[src/core/hpc_regs.svh]
`ifndef HPC_REGS_SVH
`define HPC_REGS_SVH
// register offsets on the plain port
`define HPC_OFS_CFG_TWO 8'he5
`define HPC_OFS_CFG_THREE 8'he6
`define HPC_OFS_FIXED 8'he7
`define HPC_OFS_OFF_SP 8'he8
`define HPC_OFS_OFF_BP 8'he9
`define HPC_OFS_MAP12 8'hfb
`define HPC_OFS_MAP3 8'hfc
`define HPC_OFS_STATUS 8'hf0
// field positions
`define HPC_OC_LSB 4
`define HPC_COMPOUND_BIT 3
`define HPC_REMAP_BIT 3
// writable masks (reserved bits read zero)
`define HPC_CFG_TWO_MASK 8'h38
`define HPC_CFG_THREE_MASK 8'h08
`define HPC_PORT_MASK 8'h0e
// reset values
`define HPC_RST_BYTE 8'h00
// over-current filter delays in ns
`define HPC_OC_NS0 50
`define HPC_OC_NS1 100
`define HPC_OC_NS2 200
`define HPC_OC_NS3 400
`define HPC_CLK_NS 5
`endif

[src/core/hpc_pkg.sv]
package hpc_pkg;
  typedef logic [7:0] hpc_byte_t;
  typedef struct packed {
    logic [1:0] phys;
    logic en;
  } hpc_lport_t;
endpackage : hpc_pkg

[src/core/hpc_map_if.sv]
`timescale 1ns/1ps
// port-numbering request and answer between top and mapper
interface hpc_map_if;
  logic remap;
  logic [3:1] off;
  logic [7:0] map12;
  logic [7:0] map3;
  logic [1:0] count;
  logic [1:0] logical [3:1];
  modport top (output remap, output off, output map12, output map3,
    input count, input logical);
  modport mapper (input remap, input off, input map12, input map3,
    output count, output logical);
endinterface : hpc_map_if

[src/core/hpc_config_bytes.sv]
// Decided for this implementation: the strobed register port.
`timescale 1ns/1ps
`include "hpc_regs.svh"
// Function
// - the two delay bits pick 50, 100, 200 or 400 ns of over-current filtering.
// - the compound flag set makes the hub report itself as a compound device.
// - in strap configuration any non-removable port forces compound reporting.
// - with remap select clear and no port off, each physical port n is reported as logical n.
// - in standard numbering higher ports shift down past disabled ones.
// - standard enables come from the two port-off masks, both resetting to zero.
// - with remap select set the remap bytes give the logical numbers, reset zero.
// - fixed-port bits 1 to 3 mark ports 1 to 3, the other bits are reserved.
// - the host is told which active ports carry a permanent device.
// - in strap configuration the two fixed-port straps choose the fixed ports.
// - with remap select clear, a port-off bit set in the mask for the current power mode makes that port unavailable to the host.
module hpc_config_bytes
  import hpc_pkg::*;
(
  input wire logic ref_clk,
  input wire logic reset,
  input wire logic [7:0] reg_addr,
  input wire logic [7:0] reg_wdata,
  input wire logic reg_write,
  input wire logic reg_read,
  output logic [7:0] reg_rdata,
  input wire logic strap_mode,
  input wire logic [1:0] fixed_port_straps,
  input wire logic self_powered,
  input wire logic [3:1] oc_raw,
  output logic [3:1] oc_detect,
  output logic report_compound,
  output logic [3:1] report_fixed,
  output logic [3:1] port_available,
  output logic [1:0] port_count,
  output logic [5:0] logical_numbers
);
  // ----------------------------------------
  // state
  // ----------------------------------------
  typedef struct packed {
    hpc_byte_t cfg_two;
    hpc_byte_t cfg_three;
    hpc_byte_t fixed_port_bits;
    hpc_byte_t self_powered_port_off_mask;
    hpc_byte_t bus_powered_port_off_mask;
    hpc_byte_t map12;
    hpc_byte_t map3;
    hpc_byte_t rdata;
  } hpc_state_t;
  hpc_state_t s_q, s_d;
  hpc_map_if m();
  logic [3:1] off;
  logic [3:1] fixed_eff;
  logic [1:0] overcurrent_delay_select;
  logic port_remap_select;

  // fixed-port straps cover ports 1 and 2 only
  function automatic logic [3:1] strap_ports(input logic [1:0] s);
    return {1'b0, s};
  endfunction : strap_ports

  // ----------------------------------------
  // register writes and reads
  // ----------------------------------------
  always_comb begin
    s_d = s_q;
    s_d.rdata = 8'h00;
    if (reg_write) begin
      // reserved bits masked off on write
      case (reg_addr)
        `HPC_OFS_CFG_TWO: s_d.cfg_two = reg_wdata & `HPC_CFG_TWO_MASK;
        `HPC_OFS_CFG_THREE: s_d.cfg_three = reg_wdata & `HPC_CFG_THREE_MASK;
        // only port bits 1 to 3 stored
        `HPC_OFS_FIXED: s_d.fixed_port_bits = reg_wdata & `HPC_PORT_MASK;
        `HPC_OFS_OFF_SP: s_d.self_powered_port_off_mask = reg_wdata & `HPC_PORT_MASK;
        `HPC_OFS_OFF_BP: s_d.bus_powered_port_off_mask = reg_wdata & `HPC_PORT_MASK;
        `HPC_OFS_MAP12: s_d.map12 = reg_wdata & 8'h33;
        `HPC_OFS_MAP3: s_d.map3 = reg_wdata & 8'h03;
        default: ;
      endcase
    end
    if (reg_read) begin
      case (reg_addr)
        `HPC_OFS_CFG_TWO: s_d.rdata = s_q.cfg_two;
        `HPC_OFS_CFG_THREE: s_d.rdata = s_q.cfg_three;
        `HPC_OFS_FIXED: s_d.rdata = s_q.fixed_port_bits;
        `HPC_OFS_OFF_SP: s_d.rdata = s_q.self_powered_port_off_mask;
        `HPC_OFS_OFF_BP: s_d.rdata = s_q.bus_powered_port_off_mask;
        `HPC_OFS_MAP12: s_d.rdata = s_q.map12;
        `HPC_OFS_MAP3: s_d.rdata = s_q.map3;
        `HPC_OFS_STATUS: s_d.rdata = {2'b00, port_count, port_available, 1'b0};
        default: s_d.rdata = 8'h00;
      endcase
    end
  end

  always_ff @(posedge ref_clk) begin
    if (reset) s_q <= '0;
    else s_q <= s_d;
  end
  assign reg_rdata = s_q.rdata;

  // ----------------------------------------
  // derived hub reporting
  // ----------------------------------------
  assign overcurrent_delay_select = s_q.cfg_two[`HPC_OC_LSB +: 2];
  assign port_remap_select = s_q.cfg_three[`HPC_REMAP_BIT];
  // off bit removes port when remap select is clear, mask chosen by power mode
  assign off = self_powered ? s_q.self_powered_port_off_mask[3:1]
                            : s_q.bus_powered_port_off_mask[3:1];
  // straps choose fixed ports in default configuration
  assign fixed_eff = strap_mode ? strap_ports(fixed_port_straps) : s_q.fixed_port_bits[3:1];
  // fixed reported only for active ports
  assign report_fixed = fixed_eff & port_available;
  // compound flag, strap non-removable forces it
  assign report_compound = s_q.cfg_two[`HPC_COMPOUND_BIT] | (strap_mode & |fixed_eff);

  // standard mode numbering through the mapper
  assign m.remap = port_remap_select;
  assign m.off = off;
  assign m.map12 = s_q.map12;
  assign m.map3 = s_q.map3;
  hpc_port_mapper u_map (
    .m(m)
  );
  assign port_count = m.count;
  assign logical_numbers = {m.logical[3], m.logical[2], m.logical[1]};
  always_comb begin
    for (int p = 1; p <= 3; p++) port_available[p] = (m.logical[p] != 2'd0);
  end

  hpc_oc_filter u_oc (
    .ref_clk(ref_clk),
    .reset(reset),
    .sel(overcurrent_delay_select),
    .raw(oc_raw),
    .filtered(oc_detect)
  );

  // ----------------------------------------
  // assertions
  // ----------------------------------------
  a_compound_flag: assert property (@(posedge ref_clk) disable iff (reset)
    s_q.cfg_two[3] |-> report_compound)
    else $error("compound flag not reported");
  a_strap_compound: assert property (@(posedge ref_clk) disable iff (reset)
    (strap_mode && |fixed_port_straps) |-> report_compound)
    else $error("strap fixed no compound");
  a_identity_map: assert property (@(posedge ref_clk) disable iff (reset)
    (!port_remap_select && off == 3'b000) |-> logical_numbers == 6'b11_10_01)
    else $error("identity numbering wrong");
  a_contiguous_map: assert property (@(posedge ref_clk) disable iff (reset)
    (!port_remap_select && off == 3'b001) |-> logical_numbers == 6'b10_01_00)
    else $error("numbering not contiguous");
  a_off_reset: assert property (@(posedge ref_clk)
    $past(reset) |-> s_q.self_powered_port_off_mask == 8'h00 &&
    s_q.bus_powered_port_off_mask == 8'h00)
    else $error("port-off mask reset wrong");
  a_remap_table: assert property (@(posedge ref_clk) disable iff (reset)
    port_remap_select |-> logical_numbers[1:0] == s_q.map12[1:0])
    else $error("remap ignored");
  a_fixed_reserved: assert property (@(posedge ref_clk) disable iff (reset)
    (reg_write && reg_addr == `HPC_OFS_FIXED) |=> s_q.fixed_port_bits[0] == 1'b0 &&
    s_q.fixed_port_bits[7:4] == 4'h0)
    else $error("reserved fixed bit stored");
  a_fixed_active: assert property (@(posedge ref_clk) disable iff (reset)
    |(report_fixed & ~port_available) == 1'b0)
    else $error("fixed on inactive port");
  a_strap_fixed: assert property (@(posedge ref_clk) disable iff (reset)
    (strap_mode && fixed_port_straps[0] && port_available[1]) |-> report_fixed[1])
    else $error("strap fixed ignored");
  a_off_port: assert property (@(posedge ref_clk) disable iff (reset)
    (!port_remap_select && off[2]) |-> !port_available[2])
    else $error("off port available");
  a_reserved_read: assert property (@(posedge ref_clk) disable iff (reset)
    (reg_read && reg_addr == `HPC_OFS_CFG_THREE) |=>
    reg_rdata[7:4] == 4'h0 && reg_rdata[2:0] == 3'h0)
    else $error("reserved bits read nonzero");
endmodule : hpc_config_bytes

[src/core/hpc_port_mapper.sv]
`timescale 1ns/1ps
module hpc_port_mapper
  import hpc_pkg::*;
(
  hpc_map_if.mapper m
);
  // --------------------------------------------------
  // logical numbering of the three physical ports
  // --------------------------------------------------
  always_comb begin
    logic [1:0] n;
    n = 2'd0;
    for (int p = 1; p <= 3; p++) begin
      m.logical[p] = 2'd0;
      if (m.remap) begin
        if (p == 1) m.logical[p] = m.map12[1:0];
        else if (p == 2) m.logical[p] = m.map12[5:4];
        else m.logical[p] = m.map3[1:0];
        if (m.logical[p] != 2'd0) n = n + 2'd1;
      end else if (!m.off[p]) begin
        n = n + 2'd1;
        m.logical[p] = n;
      end
    end
    m.count = n;
  end
endmodule : hpc_port_mapper

[src/core/hpc_oc_filter.sv]
`timescale 1ns/1ps
`include "hpc_regs.svh"
module hpc_oc_filter #(
  parameter int CW = 8
) (
  input wire logic ref_clk,
  input wire logic reset,
  input wire logic [1:0] sel,
  input wire logic [3:1] raw,
  output logic [3:1] filtered
);
  localparam logic [CW-1:0] C0 = CW'((`HPC_OC_NS0 + `HPC_CLK_NS - 1) / `HPC_CLK_NS);
  localparam logic [CW-1:0] C1 = CW'((`HPC_OC_NS1 + `HPC_CLK_NS - 1) / `HPC_CLK_NS);
  localparam logic [CW-1:0] C2 = CW'((`HPC_OC_NS2 + `HPC_CLK_NS - 1) / `HPC_CLK_NS);
  localparam logic [CW-1:0] C3 = CW'((`HPC_OC_NS3 + `HPC_CLK_NS - 1) / `HPC_CLK_NS);
  initial begin
    if (CW < 7) $error("hpc_oc_filter: CW too small for 400 ns");
  end
  typedef struct packed {
    logic [2:0][CW-1:0] cnt;
    logic [3:1] out;
  } hpc_oc_state_t;
  hpc_oc_state_t s_q, s_d;
  logic [CW-1:0] limit;
  always_comb begin
    case (sel)
      2'b00: limit = C0;
      2'b01: limit = C1;
      2'b10: limit = C2;
      default: limit = C3;
    endcase
  end
  // count consecutive cycles of raw over-current before asserting
  always_comb begin
    s_d = s_q;
    for (int i = 0; i < 3; i++) begin
      if (!raw[i+1]) begin
        s_d.cnt[i] = '0;
        s_d.out[i+1] = 1'b0;
      end else if (s_q.cnt[i] >= limit - CW'(1)) begin
        s_d.out[i+1] = 1'b1;
      end else begin
        s_d.cnt[i] = s_q.cnt[i] + CW'(1);
      end
    end
  end
  always_ff @(posedge ref_clk) begin
    if (reset) s_q <= '0;
    else s_q <= s_d;
  end
  assign filtered = s_q.out;
  // port 1 output rises only if its raw input was high 8 cycles before
  a_oc_delay_min: assert property (@(posedge ref_clk) disable iff (reset)
    $rose(filtered[1]) |-> $past(raw[1], 8))
    else $error("over-current passed too early");
endmodule : hpc_oc_filter

[config.mk]
export PLATFORM = sky130hd
export DESIGN_NAME = hpc_config_bytes
export DESIGN_NICKNAME = d
export VERILOG_FILES = /design/src/core/hpc_pkg.sv /design/src/core/hpc_map_if.sv /design/src/core/hpc_config_bytes.sv /design/src/core/hpc_port_mapper.sv /design/src/core/hpc_oc_filter.sv
export VERILOG_INCLUDE_DIRS = /design/src /design/src/core
export SDC_FILE = /design/constraint.sdc
export NUM_CORES = 1
export LEC_CHECK = 0
export ABC_CLOCK_PERIOD_IN_PS = 5400
export BUFFER_PORTS_ARGS = -buffer_cell sky130_fd_sc_hd__buf_2
export CORE_ASPECT_RATIO = 0.6
export CORE_UTILIZATION = 28
export CTS_BUF_LIST = sky130_fd_sc_hd__clkbuf_8 sky130_fd_sc_hd__clkbuf_16
export CTS_CLUSTER_DIAMETER = 40
export DETAILED_ROUTE_END_ITERATION = 16
export GPL_ROUTABILITY_DRIVEN = 0
export GPL_TIMING_DRIVEN = 0
export PLACE_DENSITY = 0.42
export SYNTH_ARGS = -nofsm -noshare
export SYNTH_HDL_FRONTEND = slang
export SYNTH_SLANG_ARGS = --single-unit
[constraint.sdc]
create_clock -name ref_clk -period 5.4 [get_ports ref_clk]
set_input_delay 0.27 -clock ref_clk [delete_from_list [all_inputs] [get_ports ref_clk]]
set_output_delay 0.27 -clock ref_clk [all_outputs]
set_load 0.03 [all_outputs]
# == After elaboration in Yosys (flattened, before gate mapping) ==
# Index checks and enable logic that the tools add are counted.
# totals
reg_bits,54
# op_classes
bitwise,7
n_lt_le_gt_ge,3
muxes,21
eq_ne,10
n_addsub,6
reduce_logical,19
# op_table
op,count
equality test 8 bit (second input constant),8
one-hot mux 6 bit (8 select lines),1
2-to-1 mux 2 bit,15
adder 8 x 1 -> 8 bit (second input constant),3
greater-or-equal comparator 8 bit,3
one-hot mux 7 bit (3 select lines),1
AND reduction 2 bit,7
nonzero test 2 bit,6
OR reduction 2 bit,4
subtractor 7 x 1 -> 8 bit (second input constant),1
2-to-1 mux 3 bit,2
adder 2 x 1 -> 2 bit (second input constant),2
inverter 1 bit,4
bitwise AND 3 bit,1
OR reduction 3 bit,1
equality test 2 x 1 -> 1 bit (second input constant),1
equality test 2 bit (second input constant),1
zero test 2 bit,1
2-to-1 mux 1 bit,2
bitwise AND 1 bit,1
bitwise OR 1 bit,1

# == Longest topological paths before layout ==
# Gate-level depths: netlist (run 1).
# depth
depth_word,12
mapped_depth,12

# == Modules after synthesis ==
# A second synthesis (run 1) with hierarchy kept.
# unflattened
cells_unflattened,385
hier_area_um2,3359.5
# by_module_without_submodules
module,area_each_um2,cells_each,seq_area_each_um2,instances
hpc_oc_filter,1745.4,202,540.5,1
hpc_config_bytes,1386.3,155,500.5,1
hpc_port_mapper,227.7,28,0.0,1

# == Least setup slack after synthesis (run 1) ==
# OpenSTA, ideal clock, no wires.
# synth_path
kind,reg-to-output
start,register s_q (netlist bit m.remap)
end,output port report_fixed[3] (netlist bit)
arrival_time_ns,2.514
n_path_buf,1
path_slack_ns,2.616
stages_incl_launch_ff,10
cell_sequence,dfxtp_1 -> clkbuf_1 -> a211oi_1 -> nand2b_1 -> ha_1 -> mux2i_1 -> ha_1 -> mux2_2 -> nand3b_1 -> and3b_1
# synth_between
elab_chain_cells,9
word_cells_on_any_way,10
classes_between,add/sub (2); mux (6); bitwise (1); reduce/logical (1)
# synth_lines
element,line,rtl
start: declaration,hpc_config_bytes.sv:50,"hpc_state_t s_q, s_d;"
start signal: assignment,hpc_config_bytes.sv:98,if (reset) s_q <= '0;
start signal: assignment,hpc_config_bytes.sv:99,else s_q <= s_d;
2-to-1 mux 2 bit,hpc_port_mapper.sv:15,if (m.remap) begin
adder 2 x 1 -> 2 bit,"hpc_port_mapper.sv:19, hpc_port_mapper.sv:21",
2-to-1 mux 2 bit (on tied branches),"hpc_port_mapper.sv:20, hpc_port_mapper.sv:19",
2-to-1 mux 2 bit,hpc_port_mapper.sv:15,
adder 2 x 1 -> 2 bit,hpc_port_mapper.sv:21,n = n + 2'd1;
2-to-1 mux 2 bit,hpc_port_mapper.sv:20,end else if (!m.off[p]) begin
2-to-1 mux 2 bit (*),hpc_port_mapper.sv:15,
via logical_numbers[4],hpc_config_bytes.sv:35,output logic [5:0] logical_numbers
nonzero test 2 bit (*),hpc_config_bytes.sv:129,for (int p = 1; p <= 3; p++) port_available[p] = (m.logical[p] != 2'd0);
"via port_available, one bit",hpc_config_bytes.sv:33,"output logic [3:1] port_available,"
bitwise AND 3 bit (*),hpc_config_bytes.sv:114,assign report_fixed = fixed_eff & port_available;
end: declaration,hpc_config_bytes.sv:32,"output logic [3:1] report_fixed,"
# Mark *: on every way through the listed nets, which the timed path passes. The rest lies on a longest branch.

# == Worst setup path in the final report (run 1) ==
# layout_path
start,register s_q (netlist bit m.remap)
end,output port report_fixed[3] (netlist bit)
# layout_between
elab_chain_cells,9
word_cells_on_any_way,10
classes_between,add/sub (2); mux (6); bitwise (1); reduce/logical (1)
# layout_lines
element,line
2-to-1 mux 2 bit,hpc_port_mapper.sv:15
adder 2 x 1 -> 2 bit,"hpc_port_mapper.sv:19, hpc_port_mapper.sv:21"
2-to-1 mux 2 bit (on tied branches),"hpc_port_mapper.sv:20, hpc_port_mapper.sv:19"
2-to-1 mux 2 bit,hpc_port_mapper.sv:15
adder 2 x 1 -> 2 bit,hpc_port_mapper.sv:21
2-to-1 mux 2 bit,hpc_port_mapper.sv:20
2-to-1 mux 2 bit (*),hpc_port_mapper.sv:15
nonzero test 2 bit (*),hpc_config_bytes.sv:129
bitwise AND 3 bit (*),hpc_config_bytes.sv:114
# Every way passes the cells marked *; elsewhere a longest branch is shown, timed or not.

==> results of run 1 <==
Yosys cell counts (all sizes together), types with 2 or more instances:
| cell type | number |
|---|---|
| nand3b | 2 |
| xor2 | 4 |
| mux2i | 23 |
| and4 | 2 |
| dfxtp | 52 |
| nor3b | 3 |
| o2111ai | 2 |
| a211oi | 6 |
| nand3 | 19 |
| and3 | 7 |
| mux2 | 3 |
| nor3 | 5 |
| ha | 34 |
| o21ai | 25 |
| a211o | 2 |
| nand2 | 27 |
| nor2b | 5 |
| buf | 18 |
| nor2 | 32 |
| inv | 15 |
| nand4 | 7 |
| clkbuf | 7 |
| and2 | 3 |
| or3 | 14 |
| a21o | 8 |
| a22oi | 3 |
| xnor2 | 6 |
| a31oi | 3 |
| a21oi | 29 |
| nand2b | 8 |
worst paths after layout:
| path | start | endpoint | slack [ns] | depth (start not counted) |
|---|---|---|---|---|
| max | m.remap | report_fixed[3] | 2.11 | 10 |
| max reg2reg | overcurrent_delay_select[1] | u_oc.s_q[10] | 2.16 | 12 |
| min | reg_wdata[0] | m.map3[0] | 0.24 | 3 |
| min reg2reg | u_oc.filtered[3] | u_oc.filtered[3] | 0.46 | 2 |
critical path, delay by kind of cell, from the launching register on:
kind            cells  cell delay (ns)
fa+ha+maj           2             0.59
compound gates      1             0.17
mux                 2             0.35
simple gates        3             0.73
buf+inv             2             0.57
flops               1             0.31
flip-flops by register name, summed over array words and instances, names as in the netlist:
signal / count
s_q: 10
m.map3: 2
m.remap: 1
u_oc.filtered: 3
reg_rdata: 6
overcurrent_delay_select: 2
m.map12: 4
u_oc.s_q: 24
power by group through the flow:
stage / combinational [W] / clock [W] / sequential, W
after CTS: 0.0000583 / 0.000382 / 0.000389
after global placement: 0.0000578 / 0 / 0.000398
after detailed placement: 0.0000582 / 0 / 0.000398
after floorplan: 0.0000350 / 0 / 0.000397
final: 0.0000579 / 0.000371 / 0.000389
after global routing: 0.0000641 / 0.000400 / 0.000390
layout make-up:
class | count | area share
plain buffers | 25 | 0.0379
clock buffers | 5 | 0.0319
clock inverters | 3 | 0.0108
inverters | 15 | 0.0143
multi-input cells | 299 | 0.530
flip-flops and latches | 52 | 0.265
well taps | 160 | 0.0510
repair buffers | 46 | 0.0586
routing by layer:
metal | vias up | wire, µm | GRT usage | part of all wire
met5 | - | 0 | 0 | 0
met4 | 0 | 43 | 0.0264 | 0.0047
met3 | 4 | 436 | 0.0304 | 0.048
met2 | 56 | 3200 | 0.186 | 0.35
met1 | 1379 | 5420 | 0.269 | 0.60
li1 | 1502 | - | - | -
kinds of logic after synthesis:
kind of cell | Yosys count | share of synthesized area
and+or+nand+nor | 139 | 0.226
AOI/OAI and AO/OA | 88 | 0.164
DFF | 52 | 0.313
buffers and inverters | 40 | 0.0617
adders and majority gates | 34 | 0.128
muxes | 26 | 0.0794
xor gates and xnor gates | 10 | 0.0263
other | 1 | 0.00113
through the flow:
stage	utilization	hold slack (ns)	instance area, µm²	std cells	power [W]
final	0.343	0.235	3930	605	0.000818
after global routing	0.343	0.238	3930	605	0.000854
after CTS	0.343	0.229	3930	605	0.000829
after detailed placement	0.328	0.446	3760	597	0.000456
after global placement	0.328	0.438	3760	597	0.000456
after floorplan	-	0.414	3330	391	0.000432
==> flow_summary.json, run 1 <==
{
  "status": "finished, final reports clean",
  "synth-edff-count": 0,
  "avgRoutedWirePerCell_um": 15.0,
  "fillers": 1238,
  "htreeDepth": 2,
  "crit_arrival_ns": 3.02,
  "switching_power_w": 0.000192,
  "fmax_mhz": 304,
  "cts_sinks": 52,
  "cts-buffers-inserted": 5,
  "place_ws_ns": 2.14,
  "final_common_cell": "dfxtp_1",
  "worst_ir_drop_vdd_mv": 0.108,
  "grt_pass1_wl_mm": 14.6,
  "leakage_nw": 1.63,
  "final_cell_mix": "dfxtp_1, buf_2, ha_1",
  "routed_wl_mm": 9.10,
  "fin_crit_sh": 0.609,
  "tightest_slew_ns": 0.634,
  "power_density_nw_per_um2": 208,
  "critPathSlowestCell": "clkbuf_1",
  "yosysUniqueCellTypes": 56,
  "synth_top_area_share": 0.313,
  "clockPowerShare": 0.453,
  "cts_hold_buf": 0,
  "cts_tree": "done",
  "syn-cell-area_um2": 3330,
  "synthFlopType": "dfxtp_1",
  "hold_viol": 0,
  "cp-start-kind": "flop",
  "die_w_um": 143,
  "synth.area.top_cells": "dfxtp_1, ha_1, mux2i_1",
  "drtAntennaViolNets": 0,
  "clk_path_buf_depth": 2,
  "numPortBuffers": 46,
  "post_cts_buffers": 0,
  "antennaDiodeCount": 0,
  "maxCapViolCount": 0,
  "die_h_um": 86.4,
  "final-seq-area_um2": 1040,
  "clk_pin_slew_ns": 0.07,
  "setup_viol": 0,
  "drt_first_pass_iters": 4,
  "skew_ns": 0.00588,
  "cts_resized": 0,
  "avgSynthCellArea_um2": 8.53,
  "dpl.hpwl_mm": 7.26,
  "drc": 0,
  "maxSlewViolCount": 0,
  "drive_gt1_frac": 0.184,
  "core_um2": 11400,
  "syn_inst": 390,
  "multi_input_area_um2": 2080,
  "hp-class": "input pin to flop",
  "antenna_found_initial": 0,
  "period_needed_ns": 3.29,
  "area_growth_pct": 18.1,
  "fin_setup_tns_ns": 0,
  "path_class": "flop to primary output",
  "ys_ff_latch": 52,
  "required_ns": 5.13,
  "slew_headroom": 0.566,
  "avgViaCountPerCell": 4.86,
  "p_seq_frac": 0.476,
  "first_iter_violations": 186,
  "synth_seq_area_share": 0.313,
  "synth_top_area_cell": "dfxtp_1",
  "start_util": 0.290,
  "power_frac_comb": 0.071,
  "fin_ws_ns": 2.11,
  "rsz0062_at_grt": "no",
  "yosys_warnings": 0,
  "num_rows": 30,
  "grt_pass1_vias": 2629,
  "cp_slowest_stage_delay_ns": 0.40,
  "critPathMaxFanout": 10,
  "io_pins": 53,
  "grtUsageTotal": 0.156,
  "path_common_cell": "ha_1",
  "async_reset_ff_frac": 0,
  "dieArea_um2": 12300,
  "cp-end-kind": "primary output",
  "cts-root-buf": "clkbuf_16",
  "crit_chain": "clkbuf_1 -> a211oi_1 -> nand2b_1 -> ha_1 -> mux2i_1 -> ha_1 -> mux2_2 -> nand3b_1 -> and3b_1 -> buf_2",
  "finalNetCount": 505,
  "vias": 2941,
  "clock_latency_ns": 0.29,
  "swShare": 0.235,
  "intPower_w": 0.000626,
  "grt_max_degree": 17,
  "overflow": 0
}
No activity file was read; power rests on OpenSTA's default activity.
==> inputs of run 2 (changes only) <==
ABC_CLOCK_PERIOD_IN_PS = 3300   (was 5400)
clock period = 3.3 ns   (was 5.4 ns; I/O delays follow)
==> run 2 against run 1 <==
Critical endpoint unchanged. Global-route usage unchanged. Clock skew about the same. Largest power group unchanged. Highest routed layer unchanged. Power up 64%. Non-clock buffer count up 1. Via count down 0.51%. Final area up 0.76%. Critical path depth down 1. Sequential share of layout area down 0.20 points.
==> flow_summary.json, run 2 (synthesized netlist as in run 1, its figures left out) <==
{
  "status": "finished, final reports clean",
  "tightest_slew_ns": 0.643,
  "first_iter_violations": 165,
  "dpl.hpwl_mm": 7.26,
  "avgViaCountPerCell": 4.83,
  "fin_crit_sh": 0.922,
  "fillers": 1231,
  "maxSlewViolCount": 0,
  "routed_wl_mm": 9.09,
  "largest_reg_flops": 24,
  "die_w_um": 143,
  "period_needed_ns": 3.04,
  "antenna_found_initial": 0,
  "placedCellCount": 597,
  "drc": 0,
  "drt_first_pass_iters": 4,
  "vias": 2926,
  "grtUsageTotal": 0.156,
  "leakage_nw": 1.65,
  "drive_gt1_frac": 0.200,
  "hp-class": "input pin to flop",
  "power_density_nw_per_um2": 339,
  "finalNetCount": 506,
  "crit_chain": "a211oi_1 -> nand2b_1 -> ha_1 -> mux2i_1 -> ha_1 -> mux2_2 -> nand3b_1 -> and3b_1 -> buf_2",
  "path_common_cell": "ha_1",
  "io_pins": 53,
  "area_growth_pct": 19.0,
  "start_util": 0.290,
  "crit_family": "simple AND/OR/NAND/NOR gates",
  "numPortBuffers": 46,
  "drtAntennaViolNets": 0,
  "critPathBufInv": 1,
  "cp-start-kind": "flop",
  "finalInstanceArea_um2": 3960,
  "layout.cells.non_filler": 606,
  "maxCapViolCount": 0,
  "cp_slowest_stage_delay_ns": 0.58,
  "num_rows": 30,
  "path_class": "flop to primary output",
  "avgRoutedWirePerCell_um": 15.0,
  "skew_ns": 0.00562,
  "cts-buffers-inserted": 5,
  "die_h_um": 86.4,
  "core_um2": 11400,
  "htreeDepth": 2,
  "dieArea_um2": 12300,
  "holdWs_ns": 0.134,
  "cts-root-buf": "clkbuf_16",
  "dpl-instance-area_um2": 3760,
  "clk_pin_slew_ns": 0.07,
  "antennaDiodeCount": 0,
  "min-delay-start": "reg_wdata[0]",
  "startpoint": "m.remap",
  "fmax_mhz": 329,
  "fin_ws_ns": 0.258,
  "slew_headroom": 0.559,
  "finalPower_w": 0.00134,
  "critPathMaxFanout": 10,
  "overflow": 0,
  "regMostFlops": "u_oc.s_q",
  "hold_viol": 0,
  "clock_latency_ns": 0.29,
  "grt_pass1_vias": 2629,
  "required_ns": 3.13,
  "final_cell_mix": "dfxtp_1, buf_2, ha_1",
  "place_ws_ns": 0.0419,
  "critPathSlowestCell": "dfxtp_1",
  "crit_arrival_ns": 2.88,
  "cts_hold_buf": 0,
  "cp-end-kind": "primary output",
  "cts_tree": "done",
  "grt_max_degree": 17,
  "cts_sinks": 52,
  "setup_viol": 0,
  "worst_r2r_startpoint": "overcurrent_delay_select[1]",
  "worst_ir_drop_vdd_mv": 0.177,
  "final_common_cell": "dfxtp_1",
  "clk_path_buf_depth": 2,
  "grt_pass1_wl_mm": 14.6
}
## run 2: worst paths after layout
| kind | to | slack [ns] | cells past startpoint |
|---|---|---|---|
| setup / recovery | report_fixed[3] | 0.26 | 9 |
| setup reg to reg | u_oc.s_q[3] | 0.32 | 12 |
| hold / removal | m.map3[0] | 0.13 | 3 |
| hold reg to reg | u_oc.filtered[3] | 0.46 | 2 |
## run 2: area by class of cell
type | instances | area [µm²] | share of cell area
Multi-Input combinational cell | 299 | 2090 | 0.529
Sequential cell | 52 | 1040 | 0.263
Timing Repair Buffer | 48 | 245 | 0.0620
Tap cell | 160 | 200 | 0.0506
Buffer | 24 | 153 | 0.0386
Clock buffer | 5 | 125 | 0.0316
Inverter | 15 | 56.3 | 0.0142
Clock inverter | 3 | 42.5 | 0.0107
## run 2: repair_timing
action,in CTS,in global routing
setup buffers,0,2
resized for setup,0,11
setup endpoints to repair,0,23
## run 2: per-stage QoR
step                      TNS (ns)   util
after floorplan                  0      -
after global placement           0  0.328
after detailed placement         0  0.328
after CTS                        0  0.343
after global routing       -0.0306  0.346
final                            0  0.346
## run 2: report_power, final
group,internal [W],total (W),switching [W]
logic,0.0000359,0.0000949,0.0000589
registers,0.000631,0.000637,0.00000644
clock network,0.000357,0.000609,0.000251
total,0.00102,0.00134,0.000317
## run 2: tightest hold or removal path: stages
cell and delay [ns]:
buf_2 0.09, mux2i_1 0.06, nor2_1 0.07
## run 2: routing by layer
metal	GRT usage	routed length, µm	up-vias
met5	0	0	-
li1	-	-	1502
met4	0.0264	43	0
met3	0.0304	462	4
met1	0.269	5420	1368
met2	0.186	3160	52
